`config.mk`:
```
export PLATFORM = sky130hd
export DESIGN_NAME = slcs_regs
export DESIGN_NICKNAME = d
export VERILOG_FILES = /design/src/core/slcs_pkg.sv /design/src/core/slcs_regs.sv
export SDC_FILE = /design/constraint.sdc
export NUM_CORES = 1
export LEC_CHECK = 0
export ABC_AREA = 1
export BUFFER_PORTS_ARGS = -buffer_cell sky130_fd_sc_hd__buf_2
export CORE_ASPECT_RATIO = 0.6
export CORE_MARGIN = 2
export CORE_UTILIZATION = 35
export CTS_CLUSTER_SIZE = 25
export DETAILED_ROUTE_END_ITERATION = 10
export MAX_ROUTING_LAYER = met4
export PLACE_DENSITY_LB_ADDON = 0.08
export SLEW_MARGIN = 20
export SYNTH_ARGS = -nofsm -noshare
export SYNTH_HDL_FRONTEND = slang
export SYNTH_SLANG_ARGS = --single-unit
```
`constraint.sdc`:
```
create_clock -name clock_i -period 2.8 [get_ports clock_i]
set_clock_uncertainty 0.1 [all_clocks]
set_input_delay 0.28 -clock clock_i [delete_from_list [all_inputs] [get_ports clock_i]]
set_output_delay 0.28 -clock clock_i [all_outputs]
set_load 0.01 [all_outputs]
```
`src/core/slcs_pkg.sv`:
```
// Package with register map, field layout, reset values and link symbols for the link registers.
package slcs_pkg;

    // Register indices; the byte address is four times the index.
    localparam logic [9:0] SLCS_IDX_LINK_CTRL = 10'h200;
    localparam logic [9:0] SLCS_IDX_DEV_NUM = 10'h206;
    localparam logic [9:0] SLCS_IDX_EOF_SEL = 10'h207;
    localparam logic [9:0] SLCS_IDX_STATUS = 10'h208;
    localparam logic [9:0] SLCS_IDX_PWRDN = 10'h209;

    // Values after reset.
    localparam logic [7:0] SLCS_RST_DEV_NUM = 8'h00;
    localparam logic [1:0] SLCS_RST_EOF_SEL = 2'h0;
    localparam logic [1:0] SLCS_RST_PWRDN = 2'h0;
    localparam logic SLCS_RST_LINK_EN = 1'b0;

    // Field positions.
    localparam int SLCS_BIT_LINK_EN = 0;
    localparam int SLCS_BIT_LINK_UP = 6;
    localparam int SLCS_BIT_SYNC = 5;
    localparam int SLCS_BIT_REALIGNED = 4;
    localparam int SLCS_BIT_PHASE_SET = 3;
    localparam int SLCS_BIT_PLL_LOCK = 2;
    localparam int SLCS_BIT_PD_A = 0;
    localparam int SLCS_BIT_PD_B = 1;

    // Frame-end comma select codes.
    localparam logic [1:0] SLCS_EOF_K28_7 = 2'h0;
    localparam logic [1:0] SLCS_EOF_K28_1 = 2'h1;
    localparam logic [1:0] SLCS_EOF_K28_5 = 2'h2;

    // Control symbols, 8-bit value sent with the control flag high.
    localparam logic [7:0] SLCS_K28_0 = 8'h1C;
    localparam logic [7:0] SLCS_K28_1 = 8'h3C;
    localparam logic [7:0] SLCS_K28_3 = 8'h7C;
    localparam logic [7:0] SLCS_K28_4 = 8'h9C;
    localparam logic [7:0] SLCS_K28_5 = 8'hBC;
    localparam logic [7:0] SLCS_K28_7 = 8'hFC;

    // Index of the last alignment multiframe and of the one that carries the number.
    localparam logic [1:0] SLCS_ILA_LAST_MF = 2'h3;
    localparam logic [1:0] SLCS_ILA_CFG_MF = 2'h1;

    // Link framer states.
    typedef enum logic [3:0] {
        SLCS_ST_IDLE = 4'b0001,
        SLCS_ST_CGS = 4'b0010,
        SLCS_ST_ILA = 4'b0100,
        SLCS_ST_DATA = 4'b1000
    } slcs_state_e;

endpackage

```
`src/core/slcs_regs.sv`:
```
// Link register bank with sample FIFO and two-lane frame builder.
// Behaviour
// - Lanes send the stored identifier in the second alignment multiframe.
// - Lane A sends the identifier and lane B the identifier plus one.
// - Identifier bit 0 is stored and read back as zero.
// - Comma select 0, 1 and 2 pick K28.7, K28.1 and K28.5; 3 is reserved.
// - The comma replaces a frame-end octet only when that octet repeats.
// - Status bit 6 reads one while the link is established.
// - Status bit 5 mirrors the sync input, zero while sync is requested.
// - Status bit 4 sets on a reference realignment while the link runs and clears on a written one.
// - Status bit 3 sets on the first reference event after enable; a written one clears it.
// - Status bit 2 reads one while the serializer PLL is locked and the subsystem is not powered down.
// - Bits 0 and 1 power down converter A or B with their bound digital channels.
// - With both converters down the link subsystem, PLL and multiframe clock stop.
// - With both channels on lane A and channel B down, lane A keeps running.
//
// The Avalon-MM interface to the registers was chosen for this implementation.
`timescale 1ns/10ps

// Synchronous FIFO with valid and ready on both sides.
module slcs_fifo #(
    parameter int WIDTH = 16,
    parameter int DEPTH = 32
) (
    // Clock and reset.
    input wire logic clock_i,
    input wire logic reset_n_i,
    // Filling side.
    input wire logic in_valid_i,
    input wire logic [WIDTH-1:0] in_data_i,
    output logic in_ready_o,
    // Draining side.
    output logic out_valid_o,
    output logic [WIDTH-1:0] out_data_o,
    input wire logic out_ready_i
);
    localparam int PW = $clog2(DEPTH);
    localparam int CW = $clog2(DEPTH + 1);

    logic [WIDTH-1:0] mem [DEPTH];
    logic [PW-1:0] wr_ptr_q;
    logic [PW-1:0] rd_ptr_q;
    logic [CW-1:0] count_q;
    logic [CW-1:0] count_d;
    logic push;
    logic pop;

    // Handshakes on both sides.
    assign push = in_valid_i && in_ready_o;
    assign pop = out_valid_o && out_ready_i;
    assign out_data_o = mem[rd_ptr_q];

    // Occupancy after this cycle's push and pop.
    always_comb begin
        count_d = count_q;
        if (push && !pop) begin
            count_d = CW'(count_q + 1'b1);
        end else if (pop && !push) begin
            count_d = CW'(count_q - 1'b1);
        end
    end

    // Storage array write.
    always_ff @(posedge clock_i) begin
        if (push) begin
            mem[wr_ptr_q] <= in_data_i;
        end
    end

    // Pointers, count and the full and empty flags.
    always_ff @(posedge clock_i or negedge reset_n_i) begin
        if (!reset_n_i) begin
            wr_ptr_q <= '0;
            rd_ptr_q <= '0;
            count_q <= '0;
            in_ready_o <= 1'b0;
            out_valid_o <= 1'b0;
        end else begin
            if (push) begin
                wr_ptr_q <= PW'(wr_ptr_q + 1'b1);
            end
            if (pop) begin
                rd_ptr_q <= PW'(rd_ptr_q + 1'b1);
            end
            count_q <= count_d;
            in_ready_o <= (count_d != CW'(DEPTH));
            out_valid_o <= (count_d != '0);
        end
    end
endmodule

// Register bank on Avalon-MM and the lane frame builder it steers.
module slcs_regs
    import slcs_pkg::*;
#(
    parameter int FRAME_OCTETS = 2,
    parameter int MF_FRAMES = 4,
    parameter int FIFO_DEPTH = 32
) (
    // Clock and reset.
    input wire logic clock_i,
    input wire logic reset_n_i,
    // Avalon-MM slave, word addressed.
    input wire logic [9:0] avs_address_i,
    input wire logic avs_read_i,
    input wire logic avs_write_i,
    input wire logic [31:0] avs_writedata_i,
    input wire logic [3:0] avs_byteenable_i,
    output logic [31:0] avs_readdata_o,
    output logic avs_waitrequest_o,
    // Link side status and reference inputs.
    input wire logic sync_n_i,
    input wire logic pll_locked_i,
    input wire logic sysref_realign_i,
    input wire logic sysref_event_i,
    input wire logic [1:0] digital_channel_binding_i,
    input wire logic shared_lane_mode_i,
    // Sample stream in, low octet for channel A and high octet for channel B.
    input wire logic in_valid_i,
    input wire logic [15:0] in_data_i,
    output logic in_ready_o,
    // Lane symbols out, octet with control flag.
    output logic [7:0] lane_a_data_o,
    output logic lane_a_k_o,
    output logic lane_a_valid_o,
    output logic [7:0] lane_b_data_o,
    output logic lane_b_k_o,
    output logic lane_b_valid_o,
    // Power-down controls.
    output logic channel_a_powerdown_o,
    output logic channel_b_powerdown_o,
    output logic digital_a_powerdown_o,
    output logic digital_b_powerdown_o,
    output logic subsystem_powerdown_o,
    output logic serial_link_enable_o
);
    localparam int PW = $clog2(FRAME_OCTETS * MF_FRAMES);
    localparam int OW = (FRAME_OCTETS > 1) ? $clog2(FRAME_OCTETS) : 1;

    logic [7:0] sequence_device_number_q;
    logic [1:0] frame_end_comma_select_q;
    logic channel_a_powerdown_q;
    logic channel_b_powerdown_q;
    logic serial_link_enable_q;
    logic realigned_flag_q;
    logic multiframe_phase_set_flag_q;
    logic phase_armed_q;
    logic bus_req;
    logic bus_ack;
    logic byte0_we;
    logic [7:0] read_value;
    logic [7:0] status_value;
    logic link_run;
    slcs_state_e state_q;
    logic [PW-1:0] pos_q;
    logic [OW-1:0] octet_q;
    logic [1:0] ila_mf_q;
    logic phase_q;
    logic frame_end;
    logic mf_end;
    logic [7:0] prev_a_q;
    logic [7:0] prev_b_q;
    logic fifo_valid;
    logic fifo_pop;
    logic [15:0] fifo_data;
    logic [7:0] raw_a;
    logic [7:0] raw_b;
    logic [7:0] eof_char;
    logic [8:0] sym_a;
    logic [8:0] sym_b;

    // An access completes at the edge where waitrequest is low.
    assign bus_req = avs_read_i || avs_write_i;
    assign bus_ack = bus_req && !avs_waitrequest_o;
    assign byte0_we = bus_ack && avs_write_i && avs_byteenable_i[0];

    // Live status word; reserved bits read zero.
    always_comb begin
        status_value = 8'h00;
        status_value[SLCS_BIT_LINK_UP] = (state_q == SLCS_ST_DATA);
        status_value[SLCS_BIT_SYNC] = sync_n_i;
        status_value[SLCS_BIT_REALIGNED] = realigned_flag_q;
        status_value[SLCS_BIT_PHASE_SET] = multiframe_phase_set_flag_q;
        status_value[SLCS_BIT_PLL_LOCK] = pll_locked_i && !subsystem_powerdown_o;
    end

    // Read multiplexer; unmapped indices read zero.
    always_comb begin
        case (avs_address_i)
            SLCS_IDX_LINK_CTRL: read_value = {7'h00, serial_link_enable_q};
            SLCS_IDX_DEV_NUM: read_value = {sequence_device_number_q[7:1], 1'b0};
            SLCS_IDX_EOF_SEL: read_value = {6'h00, frame_end_comma_select_q};
            SLCS_IDX_STATUS: read_value = status_value;
            SLCS_IDX_PWRDN: read_value = {6'h00, channel_b_powerdown_q, channel_a_powerdown_q};
            default: read_value = 8'h00;
        endcase
    end

    // One wait state per access.
    always_ff @(posedge clock_i or negedge reset_n_i) begin
        if (!reset_n_i) begin
            avs_waitrequest_o <= 1'b1;
            avs_readdata_o <= 32'h0000_0000;
        end else begin
            if (bus_req && avs_waitrequest_o) begin
                avs_waitrequest_o <= 1'b0;
                avs_readdata_o <= {24'h00_0000, read_value};
            end else begin
                avs_waitrequest_o <= 1'b1;
            end
        end
    end

    // Software-written configuration.
    always_ff @(posedge clock_i or negedge reset_n_i) begin
        if (!reset_n_i) begin
            serial_link_enable_q <= SLCS_RST_LINK_EN;
            sequence_device_number_q <= SLCS_RST_DEV_NUM;
            frame_end_comma_select_q <= SLCS_RST_EOF_SEL;
            channel_a_powerdown_q <= SLCS_RST_PWRDN[SLCS_BIT_PD_A];
            channel_b_powerdown_q <= SLCS_RST_PWRDN[SLCS_BIT_PD_B];
        end else if (byte0_we) begin
            case (avs_address_i)
                SLCS_IDX_LINK_CTRL: begin
                    serial_link_enable_q <= avs_writedata_i[SLCS_BIT_LINK_EN];
                end
                SLCS_IDX_DEV_NUM: begin
                    sequence_device_number_q <= {avs_writedata_i[7:1], 1'b0};
                end
                SLCS_IDX_EOF_SEL: begin
                    frame_end_comma_select_q <= avs_writedata_i[1:0];
                end
                SLCS_IDX_PWRDN: begin
                    channel_a_powerdown_q <= avs_writedata_i[SLCS_BIT_PD_A];
                    channel_b_powerdown_q <= avs_writedata_i[SLCS_BIT_PD_B];
                end
                default: begin
                end
            endcase
        end
    end

    // Sticky alignment flags; a new event in the clearing cycle keeps the flag set.
    always_ff @(posedge clock_i or negedge reset_n_i) begin
        if (!reset_n_i) begin
            realigned_flag_q <= 1'b0;
            multiframe_phase_set_flag_q <= 1'b0;
            phase_armed_q <= 1'b0;
        end else begin
            if (sysref_realign_i && link_run) begin
                realigned_flag_q <= 1'b1;
            end else if (byte0_we && avs_address_i == SLCS_IDX_STATUS &&
                avs_writedata_i[SLCS_BIT_REALIGNED]) begin
                realigned_flag_q <= 1'b0;
            end
            if (sysref_event_i && phase_armed_q) begin
                multiframe_phase_set_flag_q <= 1'b1;
            end else if (byte0_we && avs_address_i == SLCS_IDX_STATUS &&
                avs_writedata_i[SLCS_BIT_PHASE_SET]) begin
                multiframe_phase_set_flag_q <= 1'b0;
            end
            // Armed while the link is stopped; the first reference event once it runs disarms it.
            if (!link_run) begin
                phase_armed_q <= 1'b1;
            end else if (sysref_event_i) begin
                phase_armed_q <= 1'b0;
            end
        end
    end

    // Power-down fan-out.
    always_ff @(posedge clock_i or negedge reset_n_i) begin
        if (!reset_n_i) begin
            channel_a_powerdown_o <= 1'b0;
            channel_b_powerdown_o <= 1'b0;
            digital_a_powerdown_o <= 1'b0;
            digital_b_powerdown_o <= 1'b0;
            subsystem_powerdown_o <= 1'b0;
            serial_link_enable_o <= 1'b0;
        end else begin
            channel_a_powerdown_o <= channel_a_powerdown_q;
            channel_b_powerdown_o <= channel_b_powerdown_q;
            digital_a_powerdown_o <= digital_channel_binding_i[0] ?
                channel_b_powerdown_q : channel_a_powerdown_q;
            digital_b_powerdown_o <= digital_channel_binding_i[1] ?
                channel_b_powerdown_q : channel_a_powerdown_q;
            subsystem_powerdown_o <= channel_a_powerdown_q && channel_b_powerdown_q;
            serial_link_enable_o <= serial_link_enable_q;
        end
    end

    // The link runs only when enabled and not wholly powered down.
    assign link_run = serial_link_enable_q && !subsystem_powerdown_o;

    // Sample FIFO.
    slcs_fifo #(
        .WIDTH(16),
        .DEPTH(FIFO_DEPTH)
    ) u_fifo (
        .clock_i(clock_i),
        .reset_n_i(reset_n_i),
        .in_valid_i(in_valid_i),
        .in_data_i(in_data_i),
        .in_ready_o(in_ready_o),
        .out_valid_o(fifo_valid),
        .out_data_o(fifo_data),
        .out_ready_i(fifo_pop)
    );

    // Frame and multiframe position.
    assign frame_end = (octet_q == OW'(FRAME_OCTETS - 1));
    assign mf_end = (pos_q == PW'(FRAME_OCTETS * MF_FRAMES - 1));

    always_ff @(posedge clock_i or negedge reset_n_i) begin
        if (!reset_n_i) begin
            pos_q <= '0;
            octet_q <= '0;
        end else if (!link_run) begin
            pos_q <= '0;
            octet_q <= '0;
        end else begin
            pos_q <= mf_end ? '0 : PW'(pos_q + 1'b1);
            octet_q <= frame_end ? '0 : OW'(octet_q + 1'b1);
        end
    end

    // Framer: comma sync, four-multiframe alignment sequence, then data.
    always_ff @(posedge clock_i or negedge reset_n_i) begin
        if (!reset_n_i) begin
            state_q <= SLCS_ST_IDLE;
            ila_mf_q <= 2'h0;
        end else begin
            case (state_q)
                SLCS_ST_IDLE: begin
                    if (link_run) begin
                        state_q <= SLCS_ST_CGS;
                    end
                end
                SLCS_ST_CGS: begin
                    if (!link_run) begin
                        state_q <= SLCS_ST_IDLE;
                    end else if (sync_n_i && mf_end) begin
                        state_q <= SLCS_ST_ILA;
                        ila_mf_q <= 2'h0;
                    end
                end
                SLCS_ST_ILA: begin
                    if (!link_run) begin
                        state_q <= SLCS_ST_IDLE;
                    end else if (!sync_n_i) begin
                        state_q <= SLCS_ST_CGS;
                    end else if (mf_end) begin
                        if (ila_mf_q == SLCS_ILA_LAST_MF) begin
                            state_q <= SLCS_ST_DATA;
                        end
                        ila_mf_q <= 2'(ila_mf_q + 1'b1);
                    end
                end
                SLCS_ST_DATA: begin
                    if (!link_run) begin
                        state_q <= SLCS_ST_IDLE;
                    end else if (!sync_n_i) begin
                        state_q <= SLCS_ST_CGS;
                    end
                end
                default: begin
                    state_q <= SLCS_ST_IDLE;
                end
            endcase
        end
    end

    // In shared mode lane A sends both octets of a word on two cycles.
    assign fifo_pop = (state_q == SLCS_ST_DATA) && fifo_valid &&
        (!shared_lane_mode_i || phase_q);

    always_ff @(posedge clock_i or negedge reset_n_i) begin
        if (!reset_n_i) begin
            phase_q <= 1'b0;
        end else if (state_q != SLCS_ST_DATA || !shared_lane_mode_i) begin
            phase_q <= 1'b0;
        end else if (fifo_valid) begin
            phase_q <= !phase_q;
        end
    end

    // Raw data octets; an empty FIFO sends zero.
    assign raw_a = !fifo_valid ? 8'h00 :
        (shared_lane_mode_i && phase_q) ? fifo_data[15:8] : fifo_data[7:0];
    assign raw_b = fifo_valid ? fifo_data[15:8] : 8'h00;

    // Frame-end comma chosen by the select field; the reserved code falls back to K28.7.
    always_comb begin
        case (frame_end_comma_select_q)
            SLCS_EOF_K28_1: eof_char = SLCS_K28_1;
            SLCS_EOF_K28_5: eof_char = SLCS_K28_5;
            SLCS_EOF_K28_7: eof_char = SLCS_K28_7;
            default: eof_char = SLCS_K28_7;
        endcase
    end

    // Symbol for one lane, {control, octet}, from framer state and position.
    function automatic logic [8:0] lane_symbol(input slcs_state_e st, input logic [7:0] raw,
        input logic [7:0] prev, input logic [7:0] num);
        logic [8:0] sym;
        sym = {1'b0, raw};
        case (st)
            SLCS_ST_CGS: begin
                sym = {1'b1, SLCS_K28_5};
            end
            SLCS_ST_ILA: begin
                sym = {1'b0, 8'(pos_q)};
                if (pos_q == '0) begin
                    sym = {1'b1, SLCS_K28_0};
                end else if (mf_end) begin
                    sym = {1'b1, SLCS_K28_3};
                end else if (ila_mf_q == SLCS_ILA_CFG_MF && pos_q == PW'(1)) begin
                    sym = {1'b1, SLCS_K28_4};
                end else if (ila_mf_q == SLCS_ILA_CFG_MF && pos_q == PW'(2)) begin
                    sym = {1'b0, num};
                end
            end
            SLCS_ST_DATA: begin
                // Replace only a repeated frame-end octet, multiframe ends with K28.3.
                if (frame_end && raw == prev) begin
                    sym = mf_end ? {1'b1, SLCS_K28_3} : {1'b1, eof_char};
                end
            end
            default: begin
                sym = 9'h000;
            end
        endcase
        return sym;
    endfunction

    // A process, so that it wakes on the counters the function reads.
    always_comb begin
        sym_a = lane_symbol(state_q, raw_a, prev_a_q, sequence_device_number_q);
        sym_b = lane_symbol(state_q, raw_b, prev_b_q,
            8'(sequence_device_number_q + 8'h01));
    end

    // Registered lane outputs and last frame-end octets.
    always_ff @(posedge clock_i or negedge reset_n_i) begin
        if (!reset_n_i) begin
            lane_a_data_o <= 8'h00;
            lane_a_k_o <= 1'b0;
            lane_a_valid_o <= 1'b0;
            lane_b_data_o <= 8'h00;
            lane_b_k_o <= 1'b0;
            lane_b_valid_o <= 1'b0;
            prev_a_q <= 8'h00;
            prev_b_q <= 8'h00;
        end else begin
            lane_a_data_o <= sym_a[7:0];
            lane_a_k_o <= sym_a[8];
            lane_a_valid_o <= (state_q != SLCS_ST_IDLE) && link_run;
            lane_b_data_o <= sym_b[7:0];
            lane_b_k_o <= sym_b[8];
            lane_b_valid_o <= (state_q != SLCS_ST_IDLE) && link_run && !shared_lane_mode_i;
            if (state_q == SLCS_ST_DATA && frame_end) begin
                prev_a_q <= raw_a;
                prev_b_q <= raw_b;
            end
        end
    end
endmodule

```
Yosys cells after proc, flatten, opt, wreduce, memory -nomap -nowiden
Memory sizes are Yosys's and may differ from the RTL's.
Index checks and enable logic that the tools add are counted.
{ "totals": {"ff_bits": 95, "ramBits": 512, "in_bits": 74, "output_inout_bits": 60, "word_cells": 176, "n_memories": 1} }
{ "mem_list": {"columns": ["memory", "depth", "word_bits", "rd", "rd_ports_with_merged_regs", "wr", "line_no", "text"], "rows": [
  ["u_fifo.mem", 32, 16, 1, 0, 1, "slcs_regs.sv:40", "logic [WIDTH-1:0] mem [DEPTH];"]
]} }
{ "classes": {"n_addsub": 8, "eq_ne": 32, "muxes": 53, "reduce_logical": 48} }
{ "op_table": {"columns": ["operator", "n"], "rows": [
  ["2-to-1 mux 9 bit", 8],
  ["case mux 9 bit (3 select lines)", 2],
  ["== test 10 bit (second input constant)", 5],
  ["2-to-1 mux 8 bit", 6],
  ["case mux 8 bit (5 select lines)", 1],
  ["2-to-1 mux 4 bit", 9],
  ["logical AND 1 bit", 27],
  ["== test 8 bit", 2],
  ["case mux 4 bit (4 select lines)", 1],
  ["case mux 8 bit (2 select lines)", 1],
  ["2-to-1 mux 1 bit", 15],
  ["!= test 2 bit (second input constant)", 7],
  ["2-to-1 mux 6 bit", 2],
  ["!= test 4 bit (second input constant)", 3],
  ["adder 5 x 1 -> 5 bit (second input constant)", 2],
  ["2-to-1 mux 2 bit", 5],
  ["adder 8 x 1 -> 8 bit (second input constant)", 1],
  ["AND reduction 2 bit", 4],
  ["nonzero test 2 bit", 4],
  ["adder 6 x 1 -> 6 bit (second input constant)", 1],
  ["zero test 1 bit", 6],
  ["2-to-1 mux 3 bit", 2],
  ["!= test 3 bit (second input constant)", 2],
  ["!= test 6 bit (second input constant)", 1],
  ["other kinds (20)", 24]
]} }

Longest topological paths before layout
{ "logic_depth": {"depth_word": 8, "depth_mapped": 21, "ltp_nobuf": 18} }

Modules after synthesis
From an unflattened synthesis, not the netlist that was laid out.
{ "unflattened": {"cells_unflattened": 2833, "area_unflattened_um2": 27433.8} }
{ "by_module_without_submodules": {"columns": ["module", "n_inst", "cells_per_inst", "area_each_um2", "seq_area_each_um2"], "rows": [
  ["slcs_fifo", 1, 2327, 23322.4, 15825.2],
  ["slcs_regs", 1, 506, 4111.4, 1929.4]
]} }

Least setup slack after synthesis
OpenSTA, ideal clock, no wires.
{ "synth_path": {"path_kind": "reg2reg", "startpoint": "register u_fifo.wr_ptr_q[2]", "endpoint": "memory u_fifo.mem[31][0] (enable)", "setup_time_ps": 412, "arrival_ps": 1817, "path_slack_ps": 471, "path_stages_with_launch": 5, "synth_period_minus_slack_ps": 2329, "path_cell_list": "dfrtp_1 nand2_1 inv_1 nand2_1 nor3_1"} }
{ "synth_rtl": {"columns": ["item", "line_no", "text"], "rows": [
  ["from (decl)", "slcs_regs.sv:41", "logic [PW-1:0] wr_ptr_q;"],
  ["from (signal assigned)", "slcs_regs.sv:80", "wr_ptr_q <= PW'(wr_ptr_q + 1'b1);"],
  ["to (decl)", "slcs_regs.sv:40", null]
]} }
No word-level cell before the write port.

Final worst setup path
{ "layout_path": {"startpoint": "register u_fifo.rd_ptr_q[0]", "endpoint": "register lane_a_data_o[2]"} }
{ "layout_between": {"elab_chain_cells": 7} }
{ "layout_lines": {"columns": ["item", "line_no", "text"], "rows": [
  ["from (decl)", "slcs_regs.sv:42", "logic [PW-1:0] rd_ptr_q;"],
  ["from (signal assigned)", "slcs_regs.sv:83", "rd_ptr_q <= PW'(rd_ptr_q + 1'b1);"],
  ["memory (32 x 16 bit) *", null, null],
  ["2-to-1 mux 8 bit *", "slcs_regs.sv:389", "(shared_lane_mode_i && phase_q) ? fifo_data[15:8] : fifo_data[7:0];"],
  ["2-to-1 mux 8 bit *", "slcs_regs.sv:388", "assign raw_a = !fifo_valid ? 8'h00 :"],
  ["== test 8 bit", "slcs_regs.sv:425", "if (frame_end && raw == prev) begin"],
  ["logical AND 1 bit", "slcs_regs.sv:425", null],
  ["2-to-1 mux 9 bit *", "slcs_regs.sv:425", null],
  ["case mux 9 bit (3 select lines) *", "slcs_regs.sv:407", "case (st)"],
  ["net sym_a[2]", "slcs_regs.sv:169", "logic [8:0] sym_a;"],
  ["to (signal assigned)", "slcs_regs.sv:455", "lane_a_data_o <= sym_a[7:0];"],
  ["to (decl)", "slcs_regs.sv:123", "output logic [7:0] lane_a_data_o,"]
]} }
The timed path passes the listed nets; every way through them passes the cells marked *.
A chain may end at the register's enable or synchronous reset.

==> summary.md <==
| Metric | Value |
|---|---|
| Drt initial violations | approximately 1700 |
| Unrepaired setup endpoints after global routing | yes |
| Leak | between 10 and 15 nW |
| Final antenna-violating net count | 0 |
| DIE HEIGHT | 215 um |
| GP Congestion | around 0.88 |
| Via Count | about 18000 |
| CTS tree | done |
| Clock buffer count from CTS | between 50 and 60 |
| Worst path max stage delay | ~0.53 ns |
| Sink Count | ~610 |
| Top cell type by total area after synthesis | edfxtp_1 |
| Starting Density | 35.3% |
| HPWL after DPL | around 50 mm |
| Slew HR | 36.7% |
| Post-synth EDFFs | 512 |
| Gr ovfl total | 0 |
| Crit path buffers/inverters | 4 |
| Reg clk slew, reported paths | 0.07 ns |
| Sequential fraction of the synthesis area | about two thirds |
| Remaining DRCs | 0 |
| 1st-pass router iterations | 7 |
| Largest family of logic cells by synthesized area | simple AND/OR/NAND/NOR gates |
| Critical-path top delay cell | dfrtp_4 |
| Failing checks | negative setup slack |
| Die width | between 300 and 400 um |
| Fillers | a little under 7000 |
| FP Rows | 77 |
| Startpoint Class | flip-flop |
| Diodes inserted | 0 |
| IO Pins | 134 |
| Share of layout cells above drive strength 1 | 20.0% |
| Final WS setup | -0.0865 ns |
| Syn Inst Count | around 2400 |
| Synthesis-to-finish area growth | 23.4% |
| VDD IR max | around 500 uV |
| Arr. time, crit path | around 3.3 ns |
| Count of cell types in the netlist | 48 |
| CTS Buffer Depth | 3 |
| Critical Path RT | 3.23 ns |
| XOR/XNOR Fraction of Synth Area | 0.502% |
| Kind of critical path | reg -> reg |
| GRT Util Overall | 21.3% |
| Number of global-route vias before repair | about 18000 |
| Worst hold path class | in -> reg |
| H-tree depth | 2 |
| Adder-cell share of the synthesized area | 0.724% |
| Clk Latency, worst-skew pair | between 0.6 and 0.7 ns |
| Port buffer count | 82 |
| Post-synthesis mux area share | less than 1% |
| Critical-path cell list | buf_6 -> clkbuf_16 -> clkbuf_16 -> buf_12 -> nor2_4 -> nor2_1 -> o21ai_1 -> a21oi_2 -> nor2_2 -> nand2_2 -> nand3_2 -> nand2_1 -> nand3_1 -> nand2_1 -> nor2_1 -> nand2_1 -> nor2_4 -> nand3_4 -> o211ai_1 |
| Period utilization | 103% |
| Final count of pins violating max slew | 0 |
| Top-count cell post-synth | nand2_1 |
| Initial antenna violation count | 4 |
| Post-Synth Simple-Gate Area | a little under a fifth |
| Routed WL | between 70 and 80 mm |
| Pre-CTS setup slack | -0.223 ns |
| Final Setup Violations | 17 |
| Clock root cell | clkbuf_16 |
| PwrDens | about 900 mW/mm^2 |
| Warnings from Yosys | 0 |
| Synth top area cells | edfxtp_1 (59%), dfrtp_1 (9.0%), nand2_1 (8.1%) |
| Max-cap violations | 0 |
| Post-synth top area share | between 50% and 60% |
| Wire length of the first global-routing pass | about 120 mm |
| Routed len/inst | 21.6 um |
| Main synth FF type | edfxtp_1 |
| Cell family with most CP delay | simple AND/OR/NAND/NOR gates |
| FF+latch count, synth | 607 |
| Syn avg cell area | between 10 and 15 um^2 |
| CP Capture Type | flip-flop |
| Setup TNS | -0.648 ns |
| Worst path most repeated cell | nand2_1 |
| Fin nets | roughly 2700 |
| Async set-reset flop share out of synthesis | 15.7% |
| Die area | about 0.076 mm^2 |
| Synth top cells by count | nand2_1 (557), edfxtp_1 (512), nor2_1 (325), nand3_1 (214), o21ai_0 (187) |
| Finished Layout Cells | roughly 3700 |
| Synth Area in Compound Gates | under 10% |
| Synthesized area | between 0.02 and 0.03 mm^2 |
| Crit-path max FO | 7 |
| Fmax | ~0.35 GHz |
| Final Hold Viols | 0 |
| Total Power | roughly 0.029 W |
| Status | finished with violations |
| Core Region | around 0.074 mm^2 |
| Vias/cell | a little under 5 |
| Dpl cells | approximately 3500 |
| Worst-Margin Slew | 0.949 ns |
| Crit path time final | 2.89 ns |
| Largest net degree at the start of global routing | 45 |
-- area by class of cell --
class	instances	area [um^2]	share of cell area, %
sequential	607	17800	55.5
multi-input combinational	1508	7260	22.7
timing repair buffer	328	3080	9.63
clock buffer	69	1520	4.77
tap	987	1230	3.86
inverter	147	572	1.79
clock inverter	38	508	1.59
timing repair inverter	2	32.5	0.102
-- cells by family after synthesis --
group | count (synthesis)
simple gates | 1154
flops | 607
compound gates | 297
buf+inv | 281
fa+ha+maj | 15
xor+xnor | 14
mux | 4
other cells | 1
-- metrics by stage --
stage | area (um^2) | util [%] | hold slack (ns)
final | 32000 | 43.5 | 0.0567
after global routing | 32000 | 43.5 | 0.0887
after CTS | 31400 | 42.8 | 0.0249
after detailed placement | 28700 | 39.1 | 0.234
after global placement | 28700 | 39.1 | 0.231
after floorplan | 26000 | - | -0.116
-- state kept, by name (all words and copies together) (netlist names), 3 cells and up --
| register | cells |
|---|---|
| prev_b_q | 8 |
| avs_readdata_o | 8 |
| u_fifo.rd_ptr_q | 5 |
| sequence_device_number_q | 7 |
| u_fifo.mem | 512 |
| state_q | 4 |
| prev_a_q | 8 |
| lane_b_data_o | 8 |
| u_fifo.count_q | 6 |
| lane_a_data_o | 8 |
| pos_q | 3 |
| u_fifo.wr_ptr_q | 5 |
-- repair_timing --
action / CTS / global route
resized for setup: 62 / 94
hold endpoints to repair: 63 / 0
endpoints found under the setup margin: 18 / 20
hold buffers: 21 / 0
setup buffers: 7 / 10
cloned: 7 / 6
pin swaps: 10 / 51
-- tightest hold or removal path: cells and delay by family --
kind	cells	cell delay, ns
buffers and inverters	1	0.09
AOI/OAI and AO/OA	1	0.07
and+or+nand+nor	4	0.30
-- worst paths after layout --
path / slack [ns] / start / to / cells after the start
max: -0.09 / u_fifo.rd_ptr_q[0] / lane_a_data_o[2] / 19
min: 0.06 / avs_byteenable_i[0] / multiframe_phase_set_flag_q / 6
max reg2reg: -0.09 / u_fifo.rd_ptr_q[0] / lane_a_data_o[2] / 19
min reg2reg: 0.30 / serial_link_enable_q / serial_link_enable_o / 0
max in group asynchronous: 1.73 / reset_n_i / state_q[0] / 3
min in group asynchronous: 0.12 / reset_n_i / lane_a_data_o[2] / 2
-- layout by cell type, fill, tap and decap left out, drive strengths merged, types with 15 or more instances in the layout --
| cell | instances |
|---|---|
| nand2 | 560 |
| edfxtp | 512 |
| nor2 | 328 |
| buf | 299 |
| nand3 | 220 |
| o21ai | 198 |
| inv | 147 |
| dfrtp | 93 |
| clkbuf | 75 |
| a21oi | 45 |
| o211ai | 40 |
| conb | 24 |
| clkinv | 23 |
| dlygate4sd3 | 21 |
| nand4 | 16 |
| ha | 15 |
-- power by group --
| group | switching [W] | leakage (nW) | internal (W) | total (W) |
|---|---|---|---|---|
| registers | 0.000331 | 5.79 | 0.0106 | 0.0109 |
| logic | 0.00573 | 5.87 | 0.00359 | 0.00932 |
| clock network | 0.00358 | 0.977 | 0.00499 | 0.00857 |
-- layer usage --
| layer | wire [um] | vias up | global-route usage [%] |
|---|---|---|---|
| met2 | 32700 | 465 | 29.3 |
| met4 | 1010 | 0 | 3.56 |
| met3 | 4570 | 85 | 3.15 |
| met1 | 41200 | 9014 | 33.4 |
| met5 | 0 | - | - |
| li1 | - | 8641 | - |
(Power assumes the default switching activity.)
